`config.mk`:
```
export PLATFORM = sky130hd
export DESIGN_NAME = eeac_host_flat
export DESIGN_NICKNAME = d
export VERILOG_FILES = /design/src/core/eeac_pkg.sv /design/src/core/eeac_sfr_if.sv /design/src/core/eeac_host.sv /design/src/flat_wrapper.sv
export SDC_FILE = /design/constraint.sdc
export NUM_CORES = 1
export LEC_CHECK = 0
export BUFFER_PORTS_ARGS = -buffer_cell sky130_fd_sc_hd__buf_2
export CAP_MARGIN = 25
export CORE_ASPECT_RATIO = 0.6
export CORE_MARGIN = 8
export CORE_UTILIZATION = 40
export DETAILED_ROUTE_END_ITERATION = 8
export PLACE_DENSITY = 0.61
export SYNTH_ARGS = -nofsm -noshare
export SYNTH_HDL_FRONTEND = slang
export SYNTH_SLANG_ARGS = --single-unit
```
`constraint.sdc`:
```
create_clock -name I_MCLK -period 3.4 [get_ports I_MCLK]
set_input_delay 0.34 -clock I_MCLK [delete_from_list [all_inputs] [get_ports I_MCLK]]
set_output_delay 0.34 -clock I_MCLK [all_outputs]
set_load 0.005 [all_outputs]
```
`src/core/eeac_pkg.sv`:
```
// ----------------------------------------------------------------------------
// Shared constants of the data EEPROM access block.
// ----------------------------------------------------------------------------
package eeac_pkg;

  // ----------------------------------------------------------------------------
  // Special register addresses on the core side.
  // ----------------------------------------------------------------------------
  localparam logic [7:0] PERIPH_FLAG_ADDR = 8'h0C; // Holds the write-done flag.
  localparam logic [7:0] DATA_ADDR        = 8'h9A; // Data register.
  localparam logic [7:0] ADDRESS_ADDR     = 8'h9B; // Address register.
  localparam logic [7:0] CONTROL_ADDR     = 8'h9C; // Control register.
  localparam logic [7:0] UNLOCK_ADDR      = 8'h9D; // Unlock port, no storage.

  // ----------------------------------------------------------------------------
  // Field positions.
  // ----------------------------------------------------------------------------
  localparam int CTL_RD_BIT    = 0; // Read strobe.
  localparam int CTL_WR_BIT    = 1; // Write strobe.
  localparam int CTL_ALLOW_BIT = 2; // Write allow.
  localparam int CTL_ABORT_BIT = 3; // Write abort flag.
  localparam int DONE_BIT      = 7; // Write-done flag in the peripheral flag register.

  // ----------------------------------------------------------------------------
  // Unlock values, reset values and timing.
  // ----------------------------------------------------------------------------
  localparam logic [7:0] UNLOCK_FIRST  = 8'h55; // First unlock byte.
  localparam logic [7:0] UNLOCK_SECOND = 8'hAA; // Second unlock byte.
  localparam logic [7:0] RESET_BYTE    = 8'h00; // Data and address reset value.
  localparam int EE_DEPTH        = 128;  // Array locations.
  localparam int CLK_KHZ         = 125000; // Instruction clock rate.
  localparam int PWRUP_MS        = 72;   // Power-up timer length.
  localparam int PWRUP_CYC       = PWRUP_MS * CLK_KHZ; // Power-up hold in cycles.
  localparam int WRITE_US        = 4;    // Array write time.
  localparam int WRITE_CYC       = WRITE_US * CLK_KHZ / 1000; // Array write in cycles.
  localparam int UNLOCK_GAP_CYC  = 2;    // Exact spacing between unlock steps.

  // ----------------------------------------------------------------------------
  // Controller register map (byte addresses) and command kinds.
  // ----------------------------------------------------------------------------
  localparam logic [3:0] CMD_OFS    = 4'h0; // Command: [7:0] addr, [15:8] data, [17:16] kind.
  localparam logic [3:0] STATUS_OFS = 4'h4; // Status: [0] busy, [15:8] read byte.
  localparam logic [3:0] RESET_OFS  = 4'h8; // Reset pulses: [0] clear pin, [1] watchdog.
  localparam logic [1:0] KIND_WRITE  = 2'h0; // Plain register write.
  localparam logic [1:0] KIND_READ   = 2'h1; // Register read.
  localparam logic [1:0] KIND_UNLOCK = 2'h2; // Unlock sequence, then control write.
  localparam logic [1:0] RESP_OKAY   = 2'h0; // AXI okay.
  localparam logic [1:0] RESP_SLVERR = 2'h2; // AXI slave error for unmapped offsets.

endpackage

```
`src/core/eeac_sfr_if.sv`:
```
`timescale 1ns/1ps
// ----------------------------------------------------------------------------
// Special register path between the core end and the EEPROM end.
// ----------------------------------------------------------------------------
interface eeac_sfr_if;
  logic       sfr_wr;    // One-cycle register write strobe.
  logic       sfr_rd;    // One-cycle register read strobe.
  logic [7:0] sfr_addr;  // Register address.
  logic [7:0] sfr_wdata; // Write byte.
  logic [7:0] sfr_rdata; // Read byte, valid with sfr_rvalid.
  logic       sfr_rvalid;// One-cycle read answer.
  logic       external_clear_pin_rst;  // One-cycle external clear pin reset.
  logic       wdt_rst;   // One-cycle watchdog timer reset.

  modport dev  (input sfr_wr, sfr_rd, sfr_addr, sfr_wdata, external_clear_pin_rst, wdt_rst,
                output sfr_rdata, sfr_rvalid);
  modport host (output sfr_wr, sfr_rd, sfr_addr, sfr_wdata, external_clear_pin_rst, wdt_rst,
                input sfr_rdata, sfr_rvalid);
endinterface

```
`src/core/eeac_host.sv`:
```
`timescale 1ns/1ps
// ----------------------------------------------------------------------------
// Core end: takes commands over AXI4-Lite and drives the special register path.
// ----------------------------------------------------------------------------
module eeac_host (
  // Clock and reset.
  input  wire logic        I_MCLK,
  input  wire logic        I_RST,
  // AXI4-Lite write address and data.
  input  wire logic [3:0]  I_AWADDR,
  input  wire logic        I_AWVALID,
  output logic             O_AWREADY,
  input  wire logic [31:0] I_WDATA,
  input  wire logic [3:0]  I_WSTRB,
  input  wire logic        I_WVALID,
  output logic             O_WREADY,
  // AXI4-Lite write response.
  output logic [1:0]       O_BRESP,
  output logic             O_BVALID,
  input  wire logic        I_BREADY,
  // AXI4-Lite read.
  input  wire logic [3:0]  I_ARADDR,
  input  wire logic        I_ARVALID,
  output logic             O_ARREADY,
  output logic [31:0]      O_RDATA,
  output logic [1:0]       O_RRESP,
  output logic             O_RVALID,
  input  wire logic        I_RREADY,
  // Register path to the EEPROM end.
  eeac_sfr_if.host         sfr
);

  // ----------------------------------------------------------------------------
  // State.
  // ----------------------------------------------------------------------------
  typedef struct packed {
    logic        awready; // Address slot free.
    logic        wready;  // Data slot free.
    logic [3:0]  awaddr;  // Held write address.
    logic [31:0] wdata;   // Held write data.
    logic [3:0]  wstrb;   // Held byte enables.
    logic        bvalid;  // Write response pending.
    logic [1:0]  bresp;   // Write response code.
    logic        arready; // Read address slot free.
    logic        rvalid;  // Read data pending.
    logic [1:0]  rresp;   // Read response code.
    logic [31:0] rdata;   // Read data.
    logic [17:0] cmd;     // Current command.
    logic        busy;    // Sequence running.
    logic [1:0]  step;    // Step of the unlock sequence.
    logic [1:0]  gap;     // Wait count between steps.
    logic        wait_rd; // Read answer outstanding.
    logic [7:0]  result;  // Last read byte.
    logic        wr;      // Register write strobe.
    logic        rd;      // Register read strobe.
    logic [7:0]  addr;    // Register address.
    logic [7:0]  wbyte;   // Register write byte.
    logic        external_clear_pin;    // Clear pin reset pulse.
    logic        wdt;     // Watchdog reset pulse.
  } eeac_host_state_type;

  eeac_host_state_type st_reg;  // Registered state.
  eeac_host_state_type st_next; // Next state.

  logic aw_have; // Address held or arriving.
  logic w_have;  // Data held or arriving.

  assign aw_have = !st_reg.awready || I_AWVALID;
  assign w_have  = !st_reg.wready || I_WVALID;

  // ----------------------------------------------------------------------------
  // Next-state logic.
  // ----------------------------------------------------------------------------
  // Address and data are caught in any order; the write happens once both are in.
  always_comb begin
    st_next      = st_reg;
    st_next.wr   = 1'b0;
    st_next.rd   = 1'b0;
    st_next.external_clear_pin = 1'b0;
    st_next.wdt  = 1'b0;

    if (st_reg.awready && I_AWVALID) begin
      st_next.awready = 1'b0;
      st_next.awaddr  = I_AWADDR;
    end
    if (st_reg.wready && I_WVALID) begin
      st_next.wready = 1'b0;
      st_next.wdata  = I_WDATA;
      st_next.wstrb  = I_WSTRB;
    end
    if (st_reg.bvalid && I_BREADY) begin
      st_next.bvalid  = 1'b0;
      st_next.awready = 1'b1;
      st_next.wready  = 1'b1;
    end
    if (!st_reg.awready && !st_reg.wready && !st_reg.bvalid) begin
      st_next.bvalid = 1'b1;
      st_next.bresp  = eeac_pkg::RESP_OKAY;
      case (st_reg.awaddr)
        eeac_pkg::CMD_OFS: begin
          // A command that arrives while one runs is dropped.
          if (!st_reg.busy && st_reg.wstrb[0]) begin
            st_next.cmd  = st_reg.wdata[17:0];
            st_next.busy = 1'b1;
            st_next.step = 2'h0;
            st_next.gap  = 2'h0;
          end
        end
        eeac_pkg::RESET_OFS: begin
          st_next.external_clear_pin = st_reg.wdata[0] & st_reg.wstrb[0];
          st_next.wdt  = st_reg.wdata[1] & st_reg.wstrb[0];
        end
        eeac_pkg::STATUS_OFS: begin
        end
        default: st_next.bresp = eeac_pkg::RESP_SLVERR;
      endcase
    end

    // Reads answer one cycle after the address is taken.
    if (st_reg.rvalid && I_RREADY) begin
      st_next.rvalid  = 1'b0;
      st_next.arready = 1'b1;
    end
    if (st_reg.arready && I_ARVALID) begin
      st_next.arready = 1'b0;
      st_next.rvalid  = 1'b1;
      st_next.rresp   = eeac_pkg::RESP_OKAY;
      case (I_ARADDR)
        eeac_pkg::CMD_OFS:    st_next.rdata = {14'h0000, st_reg.cmd};
        eeac_pkg::STATUS_OFS: st_next.rdata = {16'h0000, st_reg.result, 7'h00, st_reg.busy};
        eeac_pkg::RESET_OFS:  st_next.rdata = 32'h0000_0000;
        default: begin
          st_next.rdata = 32'h0000_0000;
          st_next.rresp = eeac_pkg::RESP_SLVERR;
        end
      endcase
    end

    // Register path sequencer; unlock steps keep exact spacing.
    if (st_reg.wait_rd) begin
      if (sfr.sfr_rvalid) begin
        st_next.result  = sfr.sfr_rdata;
        st_next.wait_rd = 1'b0;
        st_next.busy    = 1'b0;
      end
    end else if (st_reg.busy) begin
      st_next.addr  = st_reg.cmd[7:0];
      st_next.wbyte = st_reg.cmd[15:8];
      case (st_reg.cmd[17:16])
        eeac_pkg::KIND_READ: begin
          st_next.rd      = 1'b1;
          st_next.wait_rd = 1'b1;
        end
        eeac_pkg::KIND_UNLOCK: begin
          if (st_reg.gap != 2'h0) begin
            st_next.gap = st_reg.gap - 2'h1;
          end else begin
            st_next.wr  = 1'b1;
            st_next.gap = 2'(eeac_pkg::UNLOCK_GAP_CYC - 1);
            st_next.step = st_reg.step + 2'h1;
            case (st_reg.step)
              2'h0: begin
                st_next.addr  = eeac_pkg::UNLOCK_ADDR;
                st_next.wbyte = eeac_pkg::UNLOCK_FIRST;
              end
              2'h1: begin
                st_next.addr  = eeac_pkg::UNLOCK_ADDR;
                st_next.wbyte = eeac_pkg::UNLOCK_SECOND;
              end
              default: begin
                st_next.busy = 1'b0;
              end
            endcase
          end
        end
        default: begin
          st_next.wr   = 1'b1;
          st_next.busy = 1'b0;
        end
      endcase
    end
  end

  // ----------------------------------------------------------------------------
  // State register.
  // ----------------------------------------------------------------------------
  always_ff @(posedge I_MCLK or posedge I_RST) begin
    if (I_RST) begin
      st_reg         <= '0;
      st_reg.awready <= 1'b1;
      st_reg.wready  <= 1'b1;
      st_reg.arready <= 1'b1;
    end else begin
      st_reg <= st_next;
    end
  end

  // ----------------------------------------------------------------------------
  // Outputs.
  // ----------------------------------------------------------------------------
  assign O_AWREADY     = st_reg.awready;
  assign O_WREADY      = st_reg.wready;
  assign O_BVALID      = st_reg.bvalid;
  assign O_BRESP       = st_reg.bresp;
  assign O_ARREADY     = st_reg.arready;
  assign O_RVALID      = st_reg.rvalid;
  assign O_RRESP       = st_reg.rresp;
  assign O_RDATA       = st_reg.rdata;
  assign sfr.sfr_wr    = st_reg.wr;
  assign sfr.sfr_rd    = st_reg.rd;
  assign sfr.sfr_addr  = st_reg.addr;
  assign sfr.sfr_wdata = st_reg.wbyte;
  assign sfr.external_clear_pin_rst  = st_reg.external_clear_pin;
  assign sfr.wdt_rst   = st_reg.wdt;

endmodule // eeac_host

```
`src/flat_wrapper.sv`:
```
// flat-port wrapper written by rule: the top's interface ports become plain ports
module eeac_host_flat 
  (I_MCLK, I_RST, I_AWADDR, I_AWVALID, O_AWREADY, I_WDATA, I_WSTRB, I_WVALID, O_WREADY, O_BRESP, O_BVALID, I_BREADY, I_ARADDR, I_ARVALID, O_ARREADY, O_RDATA, O_RRESP, O_RVALID, I_RREADY, sfr_sfr_wr, sfr_sfr_rd, sfr_sfr_addr, sfr_sfr_wdata, sfr_external_clear_pin_rst, sfr_wdt_rst, sfr_sfr_rdata, sfr_sfr_rvalid);
  eeac_sfr_if sfr_i ();
  input  wire logic I_MCLK;
  input  wire logic I_RST;
  input  wire logic [3:0] I_AWADDR;
  input  wire logic I_AWVALID;
  output logic O_AWREADY;
  input  wire logic [31:0] I_WDATA;
  input  wire logic [3:0] I_WSTRB;
  input  wire logic I_WVALID;
  output logic O_WREADY;
  output logic [1:0] O_BRESP;
  output logic O_BVALID;
  input  wire logic I_BREADY;
  input  wire logic [3:0] I_ARADDR;
  input  wire logic I_ARVALID;
  output logic O_ARREADY;
  output logic [31:0] O_RDATA;
  output logic [1:0] O_RRESP;
  output logic O_RVALID;
  input  wire logic I_RREADY;
  output wire logic [$bits(sfr_i.sfr_wr)-1:0] sfr_sfr_wr;
  output wire logic [$bits(sfr_i.sfr_rd)-1:0] sfr_sfr_rd;
  output wire logic [$bits(sfr_i.sfr_addr)-1:0] sfr_sfr_addr;
  output wire logic [$bits(sfr_i.sfr_wdata)-1:0] sfr_sfr_wdata;
  output wire logic [$bits(sfr_i.external_clear_pin_rst)-1:0] sfr_external_clear_pin_rst;
  output wire logic [$bits(sfr_i.wdt_rst)-1:0] sfr_wdt_rst;
  input wire logic [$bits(sfr_i.sfr_rdata)-1:0] sfr_sfr_rdata;
  input wire logic [$bits(sfr_i.sfr_rvalid)-1:0] sfr_sfr_rvalid;
  assign sfr_sfr_wr = sfr_i.sfr_wr;
  assign sfr_sfr_rd = sfr_i.sfr_rd;
  assign sfr_sfr_addr = sfr_i.sfr_addr;
  assign sfr_sfr_wdata = sfr_i.sfr_wdata;
  assign sfr_external_clear_pin_rst = sfr_i.external_clear_pin_rst;
  assign sfr_wdt_rst = sfr_i.wdt_rst;
  assign sfr_i.sfr_rdata = sfr_sfr_rdata;
  assign sfr_i.sfr_rvalid = sfr_sfr_rvalid;
  eeac_host u_core (.I_MCLK(I_MCLK), .I_RST(I_RST), .I_AWADDR(I_AWADDR), .I_AWVALID(I_AWVALID), .O_AWREADY(O_AWREADY), .I_WDATA(I_WDATA), .I_WSTRB(I_WSTRB), .I_WVALID(I_WVALID), .O_WREADY(O_WREADY), .O_BRESP(O_BRESP), .O_BVALID(O_BVALID), .I_BREADY(I_BREADY), .I_ARADDR(I_ARADDR), .I_ARVALID(I_ARVALID), .O_ARREADY(O_ARREADY), .O_RDATA(O_RDATA), .O_RRESP(O_RRESP), .O_RVALID(O_RVALID), .I_RREADY(I_RREADY), .sfr(sfr_i));
endmodule
```
==> impl_metrics.py, run 1 <==
metrics = {
    "global_routing": {
        "grt_pass1_wl_um": 15600,
        "antenna_found_initial": 1,
        "grt.overflow.total": 0,
        "grt_max_degree": 49,
        "track_usage_pct": 13.2,
        "grt_pass1_vias": 2868,
    },
    "routing": {
        "drt_wl_total_um": 9600,
        "dr_total_vias": 2670,
        "drc": 0,
        "ant_nets": 0,
        "first_pass_iters": 4,
        "drt_iter0_markers": 130,
        "routed_via_density": 4.81,
        "routedWlPerCell_um": 17.3,
    },
    "setup_path": {
        "startpoint_type": "flip-flop",
        "path_max_fanout": 17,
        "worst_ep_arrival_time_ns": 2.23,
        "crit_end": "u_core.st_reg[51]",
        "rr_startpoint": "u_core.st_reg[127]",
        "ff2ff_setup_slack_ns": 1.39,
        "required_ns": 3.62,
        "cp-end-kind": "flip-flop",
        "startpoint": "u_core.st_reg[127]",
        "reg2regPathDepth": 3,
        "r2r_end": "u_core.st_reg[51]",
        "path_class": "flip-flop to flip-flop",
    },
    "sta": {
        "fin_crit_sh_pct": 59.0,
        "final-setup-viol-count": 0,
        "hold_viol": 0,
        "fmax_mhz": 499,
        "rsz0062_at_grt": "no",
        "fin_tns_setup_ns": 0,
        "finalClockSkew_ns": 0.00518,
        "relSlewSlack_pct": 36.3,
        "maxSlewViolCount": 0,
        "worstMarginPinSlew_ns": 0.953,
        "period_minus_slack_ns": 2.01,
        "setup_ws_ns": 1.39,
        "timing.hold.ws_ns": 0.0708,
    },
    "final_layout": {
        "drive_gt1_share_pct": 40.4,
        "syn2layout_area_growth_pct": 13.6,
        "nNetsFinal": 475,
        "diodes": 0,
        "largest_reg_flops": 55,
        "fin_cells": 555,
    },
    "floorplan": {
        "io_pins": 121,
        "start_util_pct": 41.6,
        "die_x_um": 152,
        "core_um2": 10700,
        "fp.dieArea_um2": 14900,
        "rows": 29,
        "die_height_um": 97.7,
    },
    "power_and_ir_drop": {
        "p_int_mw": 2.90,
        "power_density_nw_per_um2": 809,
        "p_total_mw": 4.09,
        "switchingPower_mw": 1.20,
        "power_frac_clock_pct": 29.9,
        "p_seq_share_pct": 46.4,
        "leakage_nw": 2.57,
        "pwr-share-comb_pct": 23.7,
        "ir_worst_vdd_mv": 0.381,
        "swShare_pct": 29.2,
    },
    "synthesis": {
        "synthArstFlopShare_pct": 100,
        "synth_warnings": 0,
        "synth-seq-cells": 100,
        "syn-instance-count": 358,
        "ys_types": 41,
        "syn_avg_cell_area_um2": 12.4,
        "syn-cell-area_um2": 4450,
        "synthFlopType": "dfrtp_1",
        "synth-edff-count": 0,
        "ys_seq_area_share_pct": 56.3,
    },
    "job": {
        "drv_cap": 0,
    },
    "clock_tree": {
        "clockRootBuffer": "clkbuf_16",
        "cts_htree_levels": 3,
        "clock_latency_ns": 0.34,
        "cts.path.max_buffers": 2,
        "cts_tree": "done",
        "postCtsSetupRepairBufs": 0,
        "clk_pin_slew_ns": 0.06,
        "ctsResizeCount": 0,
        "cts_hold_buf": 0,
        "cts_made_buffers": 9,
        "cts.sinks": 100,
    },
    "run_status": {
        "status": "finished, final reports clean",
    },
    "placed_design": {
        "io_buffers": 87,
        "place_ws_ns": 1.38,
        "dp_hpwl_um": 7160,
        "gp_congestion": 0.754,
        "dp_cells": 539,
    },
    "worst_hold_path": {
        "min_path_type": "input pin to asynchronous set/reset pin",
    },
}
==> cell usage after synthesis, types with 2 or more instances <==
cell / number / share of area [%]
a211oi_1: 2 / 0.34
a22o_1: 9 / 1.8
and3_1: 4 / 0.56
buf_2: 5 / 0.56
buf_4: 54 / 9.1
clkbuf_1: 4 / 0.34
dfrtp_1: 97 / 55
dfstp_2: 3 / 1.8
ha_1: 4 / 1.1
inv_1: 15 / 1.3
mux2_2: 49 / 12
mux2i_1: 15 / 3.4
nand2_1: 28 / 2.4
nand3_1: 6 / 0.67
nor2_1: 4 / 0.34
nor3_1: 2 / 0.22
o21ai_0: 18 / 2.0
o22a_1: 5 / 0.98
o31ai_1: 9 / 1.5
or3_1: 4 / 0.56
==> how the worst min path moves through the flow <==
| stage | from | end | slack, ns | cells after the start |
|---|---|---|---|---|
| 2_1_floorplan | I_ARVALID | u_core.O_ARREADY | 0.40 | 1 |
| 3_3_place_gp | I_RST | u_core.st_reg[107] | 0.45 | 2 |
| 3_5_place_dp | I_RST | u_core.st_reg[107] | 0.46 | 2 |
| 4_1_cts | I_RST | u_core.st_reg[106] | 0.09 | 2 |
| 5_1_grt | I_RST | u_core.O_BVALID | 0.12 | 2 |
| 6_report | I_RST | u_core.O_BVALID | 0.07 | 2 |
==> logic make-up (layout without fill, tap and decap cells) <==
family,after synthesis,after routing,share of synthesized area (%)
simple gates,60,60,7.28
buf+inv,79,122,11.5
mux,64,64,15.8
fa+ha+maj,4,4,1.12
compound gates,50,50,7.93
other cells,1,16,0.0842
flops,100,100,56.3
==> cell type report <==
cell class	instances	area (um2)
Sequential cell	100	2510
Timing Repair Buffer	91	465
Fill cell	962	5650
Inverter	15	58.8
Clock buffer	10	229
Clock inverter	6	136
Tap cell	139	174
Multi-Input combinational cell	194	1490
==> per-layer routing <==
metal / wire length, um / GRT usage [%] / vias up
li1: - / - / 1272
met4: 68 / 2.52 / 2
met1: 4640 / 17.9 / 1321
met3: 688 / 5.55 / 9
met2: 4190 / 19.5 / 66
met5: 12 / 0 / -
==> layout by cell type (no fill, tap or decap), drive strengths merged, types with 4 or more instances in the layout <==
cell	count
conb	16
o31ai	9
o22a	5
o21ai	20
inv	15
clkbuf	10
and3	4
a22o	9
nand3	7
mux2	49
or3	5
mux2i	15
bufinv	4
buf	91
dfrtp	97
ha	4
nand2	28
nor2	4
==> critical path: stages (launching register included) <==
cell and delay, ns:
dfrtp_1 0.41, nor4b_2 0.32, and3_1 0.73, mux2_2 0.42
==> stage by stage <==
stage	util, %	cell area, um2
5_1_grt	47.3	5060
3_5_place_dp	43.8	4690
4_1_cts	47.3	5060
6_report	47.3	5060
2_1_floorplan	-	4510
3_3_place_gp	43.8	4690
==> power by group through the flow <==
stage               clock, mW  sequential [mW]  combinational (mW)
finish                   1.22             1.90               0.970
detailed placement          0             1.92               0.980
floorplan                   0             1.80               0.840
global route             1.31             1.96                1.09
CTS                      1.25             1.90               0.986
global placement            0             1.90               0.947
No activity file was read; power rests on OpenSTA's default activity.
==> run 2, diff against run 1 <==
--- a/config.mk
+++ b/config.mk
@@ -11,7 +11,7 @@
 export CORE_MARGIN = 8
 export CORE_UTILIZATION = 40
 export DETAILED_ROUTE_END_ITERATION = 8
-export PLACE_DENSITY = 0.61
+export PLACE_DENSITY = 0.63
 export SYNTH_ARGS = -nofsm -noshare
 export SYNTH_HDL_FRONTEND = slang
 export SYNTH_SLANG_ARGS = --single-unit
==> constraint.sdc (replaced) <==
create_clock -name I_MCLK -period 1.8 [get_ports I_MCLK]
set_input_delay 0.18 -clock I_MCLK [delete_from_list [all_inputs] [get_ports I_MCLK]]
set_output_delay 0.18 -clock I_MCLK [all_outputs]
set_load 0.005 [all_outputs]
==> run 2 against run 1 <==
  * First-iteration DRC count shrank 16%
  * Routed wire length rose by 0.27%
  * Combinational power is 110% higher
  * Non-clock buffer count up 17
  * Via count up 5.3%
  * Critical path type unchanged
  * Critical endpoint is now u_core.st_reg[33]
  * Largest cell class unchanged
==> impl_metrics.py, run 2 (synthesis results as in run 1) <==
metrics = {
    "run_status": {
        "status": "finished, final reports clean",
    },
    "global_routing": {
        "track_usage_pct": 13.0,
        "grtUsageMet3_pct": 5.24,
        "use_met2_pct": 17.9,
        "grt_max_degree": 29,
        "antenna_found_initial": 2,
        "grt.overflow.total": 0,
        "grtUsageMet1_pct": 18.7,
        "grt_pass1_wl_um": 15400,
        "grt_pass1_vias": 2856,
        "grt.busiest_layer": "met1",
    },
    "sta": {
        "rsz0062_at_grt": "yes",
        "period_minus_slack_ns": 1.77,
        "final-setup-viol-count": 0,
        "hold_viol": 0,
        "fin_tns_setup_ns": 0,
        "fmax_mhz": 565,
        "maxSlewViolCount": 0,
        "finalClockSkew_ns": 0.00638,
        "relSlewSlack_pct": 58.1,
        "worstMarginPinSlew_ns": 0.627,
        "fin_crit_sh_pct": 98.4,
    },
    "final_layout": {
        "fin_cells": 572,
        "nNetsFinal": 492,
        "drive_gt1_share_pct": 43.9,
        "diodes": 0,
        "syn2layout_area_growth_pct": 17.3,
        "layout_common_cells": "dfrtp_1 (97), buf_2 (87), mux2_2 (49)",
        "largest_reg_flops": 55,
        "layout_commonest_cell": "dfrtp_1",
    },
    "setup_path": {
        "cp_top_family": "simple AND/OR/NAND/NOR gates",
        "path_class": "flip-flop to flip-flop",
        "cp-end-kind": "flip-flop",
        "max_stage_delay_ns": 0.52,
        "cpMaxStageDelayCell": "or4_4",
        "required_ns": 2.02,
        "path_max_fanout": 3,
        "worst_ep_arrival_time_ns": 1.99,
        "startpoint_type": "flip-flop",
        "path_buf_inv": 1,
        "crit_chain": "inv_2 -> ha_4 -> or4_4 -> o2111a_1 -> o221a_2",
    },
    "floorplan": {
        "core_um2": 10700,
        "io_pins": 121,
        "start_util_pct": 41.6,
        "rows": 29,
        "die_x_um": 152,
        "die_height_um": 97.7,
        "fp.dieArea_um2": 14900,
    },
    "clock_tree": {
        "cts.sinks": 100,
        "cts.path.max_buffers": 2,
        "clockRootBuffer": "clkbuf_16",
        "clock_latency_ns": 0.33,
        "cts_htree_levels": 3,
        "cts_made_buffers": 9,
        "cts_tree": "done",
        "clk_pin_slew_ns": 0.06,
    },
    "routing": {
        "routedWlPerCell_um": 16.8,
        "drc": 0,
        "dr_total_vias": 2811,
        "drt_wl_total_um": 9630,
        "first_pass_iters": 4,
        "ant_nets": 0,
        "routed_via_density": 4.91,
        "drt_iter0_markers": 109,
    },
    "power_and_ir_drop": {
        "ir_worst_vdd_mv": 0.675,
        "leakage_nw": 2.64,
        "power_density_nw_per_um2": 1460,
        "p_total_mw": 7.61,
    },
    "placed_design": {
        "dp_hpwl_um": 7450,
        "dp_cells": 551,
        "io_buffers": 87,
        "gp_congestion": 0.746,
    },
    "worst_hold_path": {
        "min_path_type": "input pin to flip-flop",
    },
    "job": {
        "drv_cap": 0,
    },
}
-- run 2: cell types whose count changed in the layout (fill, tap and decap cells not counted), sizes merged --
cell         change
bufinv           -3
dlygate4sd3      +3
buf             +14
clkbuf           +3
inv              -1
clkinvlp         +1
-- run 2: final cells by class --
type | instances | area (um2)
sequential | 100 | 2510
timing repair buffer | 108 | 642
clock inverter | 3 | 42.5
fill | 991 | 5480
multi-input combinational | 194 | 1520
inverter | 15 | 60.1
clock buffer | 13 | 280
tap | 139 | 174
-- run 2: power by group --
part	internal, mW	total, mW	switching (mW)
clock	1.23	2.01	0.785
combinational	1.13	2.03	0.907
sequential	3.01	3.57	0.560
total	5.36	7.61	2.25
-- run 2: path summary, 6_finish.rpt --
check	depth (start not counted)	to	from	slack, ns
setup / recovery	5	u_core.st_reg[33]	u_core.st_reg[31]	0.03
hold / removal	2	u_core.O_AWREADY	I_AWVALID	0.01
setup reg to reg	5	u_core.st_reg[33]	u_core.st_reg[31]	0.03
hold reg to reg	2	u_core.sfr.sfr_wdata[0]	u_core.sfr.sfr_wdata[0]	0.47
max in group asynchronous	4	u_core.O_ARREADY	I_RST	0.72
min in group asynchronous	3	u_core.st_reg[105]	I_RST	0.47
-- run 2: stage by stage --
stage | area [um2] | util [%] | setup WS (ns) | hold WS (ns)
after floorplan | 4510 | - | 0.00232 | 0.238
after global placement | 4820 | 45.0 | 0.0471 | 0.281
after detailed placement | 4820 | 45.0 | 0.0280 | 0.294
after CTS | 5170 | 48.3 | 0.0128 | 0.00385
after global routing | 5220 | 48.8 | -0.0228 | 0.0144
final | 5220 | 48.8 | 0.0290 | 0.0146
-- run 2: worst register-to-register path, cell delays in order, from the launching register on --
cell      delay, ns
dfrtp_1        0.41
inv_2          0.07
ha_4           0.16
or4_4          0.52
o2111a_1       0.24
o221a_2        0.26
-- run 2: metal layers --
| metal | share of wire, % | wire length, um |
|---|---|---|
| met4 | 0.46 | 44 |
| met5 | 0.24 | 23 |
| met3 | 6.0 | 578 |
| met1 | 51 | 4960 |
| met2 | 42 | 4020 |
-- run 2: timing repair --
item,in CTS,in global routing
hold buffers,3,0
hold endpoints to repair,22,0
gates resized for setup,0,10
setup buffers,0,2
endpoints found under the setup margin,0,10
==> run 3, diff against run 2 <==
--- a/config.mk
+++ b/config.mk
@@ -7,7 +7,7 @@
 export LEC_CHECK = 0
 export BUFFER_PORTS_ARGS = -buffer_cell sky130_fd_sc_hd__buf_2
 export CAP_MARGIN = 25
-export CORE_ASPECT_RATIO = 0.6
+export CORE_ASPECT_RATIO = 1.4
 export CORE_MARGIN = 8
 export CORE_UTILIZATION = 40
 export DETAILED_ROUTE_END_ITERATION = 8
==> run 3 against run 2 <==
  * Setup slack gained 0.025 ns
  * Via count down 5.1%
  * Non-clock buffer count down 4
  * Clock-buffer cell count decreased by 4
  * Largest cell class unchanged
==> impl_metrics.py, run 3 (synthesis results as in run 1) <==
metrics = {
    "placed_design": {
        "gp_congestion": 0.755,
        "io_buffers": 87,
        "dp_cells": 550,
        "dp_hpwl_um": 6930,
    },
    "worst_hold_path": {
        "min_path_type": "input pin to asynchronous set/reset pin",
    },
    "job": {
        "drv_cap": 0,
    },
    "setup_path": {
        "path_max_fanout": 3,
        "cp-end-kind": "flip-flop",
        "startpoint": "u_core.st_reg[31]",
        "path_class": "flip-flop to flip-flop",
        "startpoint_type": "flip-flop",
        "required_ns": 2.03,
        "worst_ep_arrival_time_ns": 1.98,
        "rr_startpoint": "u_core.st_reg[31]",
        "ff2ff_setup_slack_ns": 0.05,
    },
    "final_layout": {
        "largest_reg_flops": 55,
        "syn2layout_area_growth_pct": 15.5,
        "nFillCells": 997,
        "nNetsFinal": 488,
        "layout_commonest_cell": "dfrtp_1",
        "drive_gt1_share_pct": 42.2,
        "fin_cells": 570,
        "diodes": 0,
        "layout_common_cells": "dfrtp_1 (97), buf_2 (87), mux2_2 (49)",
    },
    "sta": {
        "relSlewSlack_pct": 63.2,
        "maxSlewViolCount": 0,
        "fmax_mhz": 573,
        "fin_tns_setup_ns": 0,
        "fin_crit_sh_pct": 97.0,
        "finalClockSkew_ns": 0.00605,
        "worstMarginPinSlew_ns": 0.551,
        "final-setup-viol-count": 0,
        "period_minus_slack_ns": 1.75,
        "hold_viol": 0,
        "rsz0062_at_grt": "no",
    },
    "routing": {
        "dr_total_vias": 2669,
        "ant_nets": 0,
        "drc": 0,
        "routed_via_density": 4.68,
        "drt_iter0_markers": 75,
        "routedWlPerCell_um": 16.4,
        "drt_wl_total_um": 9360,
        "first_pass_iters": 4,
    },
    "run_status": {
        "status": "finished, final reports clean",
    },
    "floorplan": {
        "die_height_um": 141,
        "start_util_pct": 41.0,
        "core_um2": 10900,
        "die_x_um": 105,
        "io_pins": 121,
        "rows": 45,
        "fp.dieArea_um2": 14800,
    },
    "global_routing": {
        "grt_pass1_vias": 2927,
        "grt_pass1_wl_um": 15000,
        "antenna_found_initial": 0,
        "track_usage_pct": 13.0,
        "grt_max_degree": 101,
        "grt.overflow.total": 0,
    },
    "clock_tree": {
        "clk_pin_slew_ns": 0.07,
        "cts_made_buffers": 9,
        "cts_htree_levels": 3,
        "cts.path.max_buffers": 2,
        "clock_latency_ns": 0.34,
        "clockRootBuffer": "clkbuf_16",
        "cts_tree": "done",
        "cts.sinks": 100,
    },
    "power_and_ir_drop": {
        "leakage_nw": 2.60,
        "power_density_nw_per_um2": 1450,
        "ir_worst_vdd_mv": 0.561,
    },
}
## run 3: path summary, 6_finish.rpt
kind	end	cells after the start
max reg2reg	u_core.st_reg[33]	5
min	u_core.O_RDATA[1]	3
min in group I_MCLK	u_core.O_RVALID	2
max in group asynchronous	u_core.O_AWREADY	3
min reg2reg	u_core.O_RDATA[9]	2
max	u_core.st_reg[33]	5
## run 3: worst max-delay path: stages, from the launching register on
cell and delay, ns:
dfrtp_1 0.38, inv_2 0.05, ha_2 0.18, or4_1 0.52, o2111a_1 0.24, o221a_2 0.26
## run 3: final cells by class
type	instances	area (um2)	area share, %
Clock buffer	9	225	4.38
Clock inverter	7	82.6	1.61
Inverter	15	60.1	1.17
Multi-Input combinational cell	194	1490	29.1
Sequential cell	100	2510	48.8
Tap cell	141	176	3.43
Timing Repair Buffer	104	596	11.6
## run 3: power by group
part           internal, mW  switching, mW
logic                  1.07          0.885
registers              3.00          0.510
clock network          1.10          0.875
## run 3: stage by stage
| stage | instance area, um2 | hold slack, ns | setup WS (ns) | power, mW | utilization, % |
|---|---|---|---|---|---|
| 4_1_cts | 5130 | 0.0117 | 0.0112 | 7.54 | 47.2 |
| 6_report | 5140 | 0.00192 | 0.0541 | 7.44 | 47.3 |
| 3_5_place_dp | 4790 | 0.347 | 0.0242 | 5.54 | 44.1 |
| 5_1_grt | 5140 | 0.0226 | 0.00454 | 7.95 | 47.3 |
| 2_1_floorplan | 4510 | 0.238 | 0.00232 | 4.98 | - |
| 3_3_place_gp | 4790 | 0.342 | 0.0490 | 5.46 | 44.1 |
## run 3: timing repair
action / 4_1_cts / 5_1_grt
setup endpoints to repair: 0 / 2
buffers inserted: 0 / 1
gates resized for setup: 0 / 3
hold buffers: 3 / 0
endpoints found under the hold margin: 3 / 0
## run 3: metal layers
metal  vias up  part of all wire, %  global-route usage, %
met1      1289                   40                   14.9
met3        10                  5.4                   3.70
met5         -                    0                      0
met2        65                   53                   21.8
li1       1305                    -                      -
met4         0                  1.7                   6.33
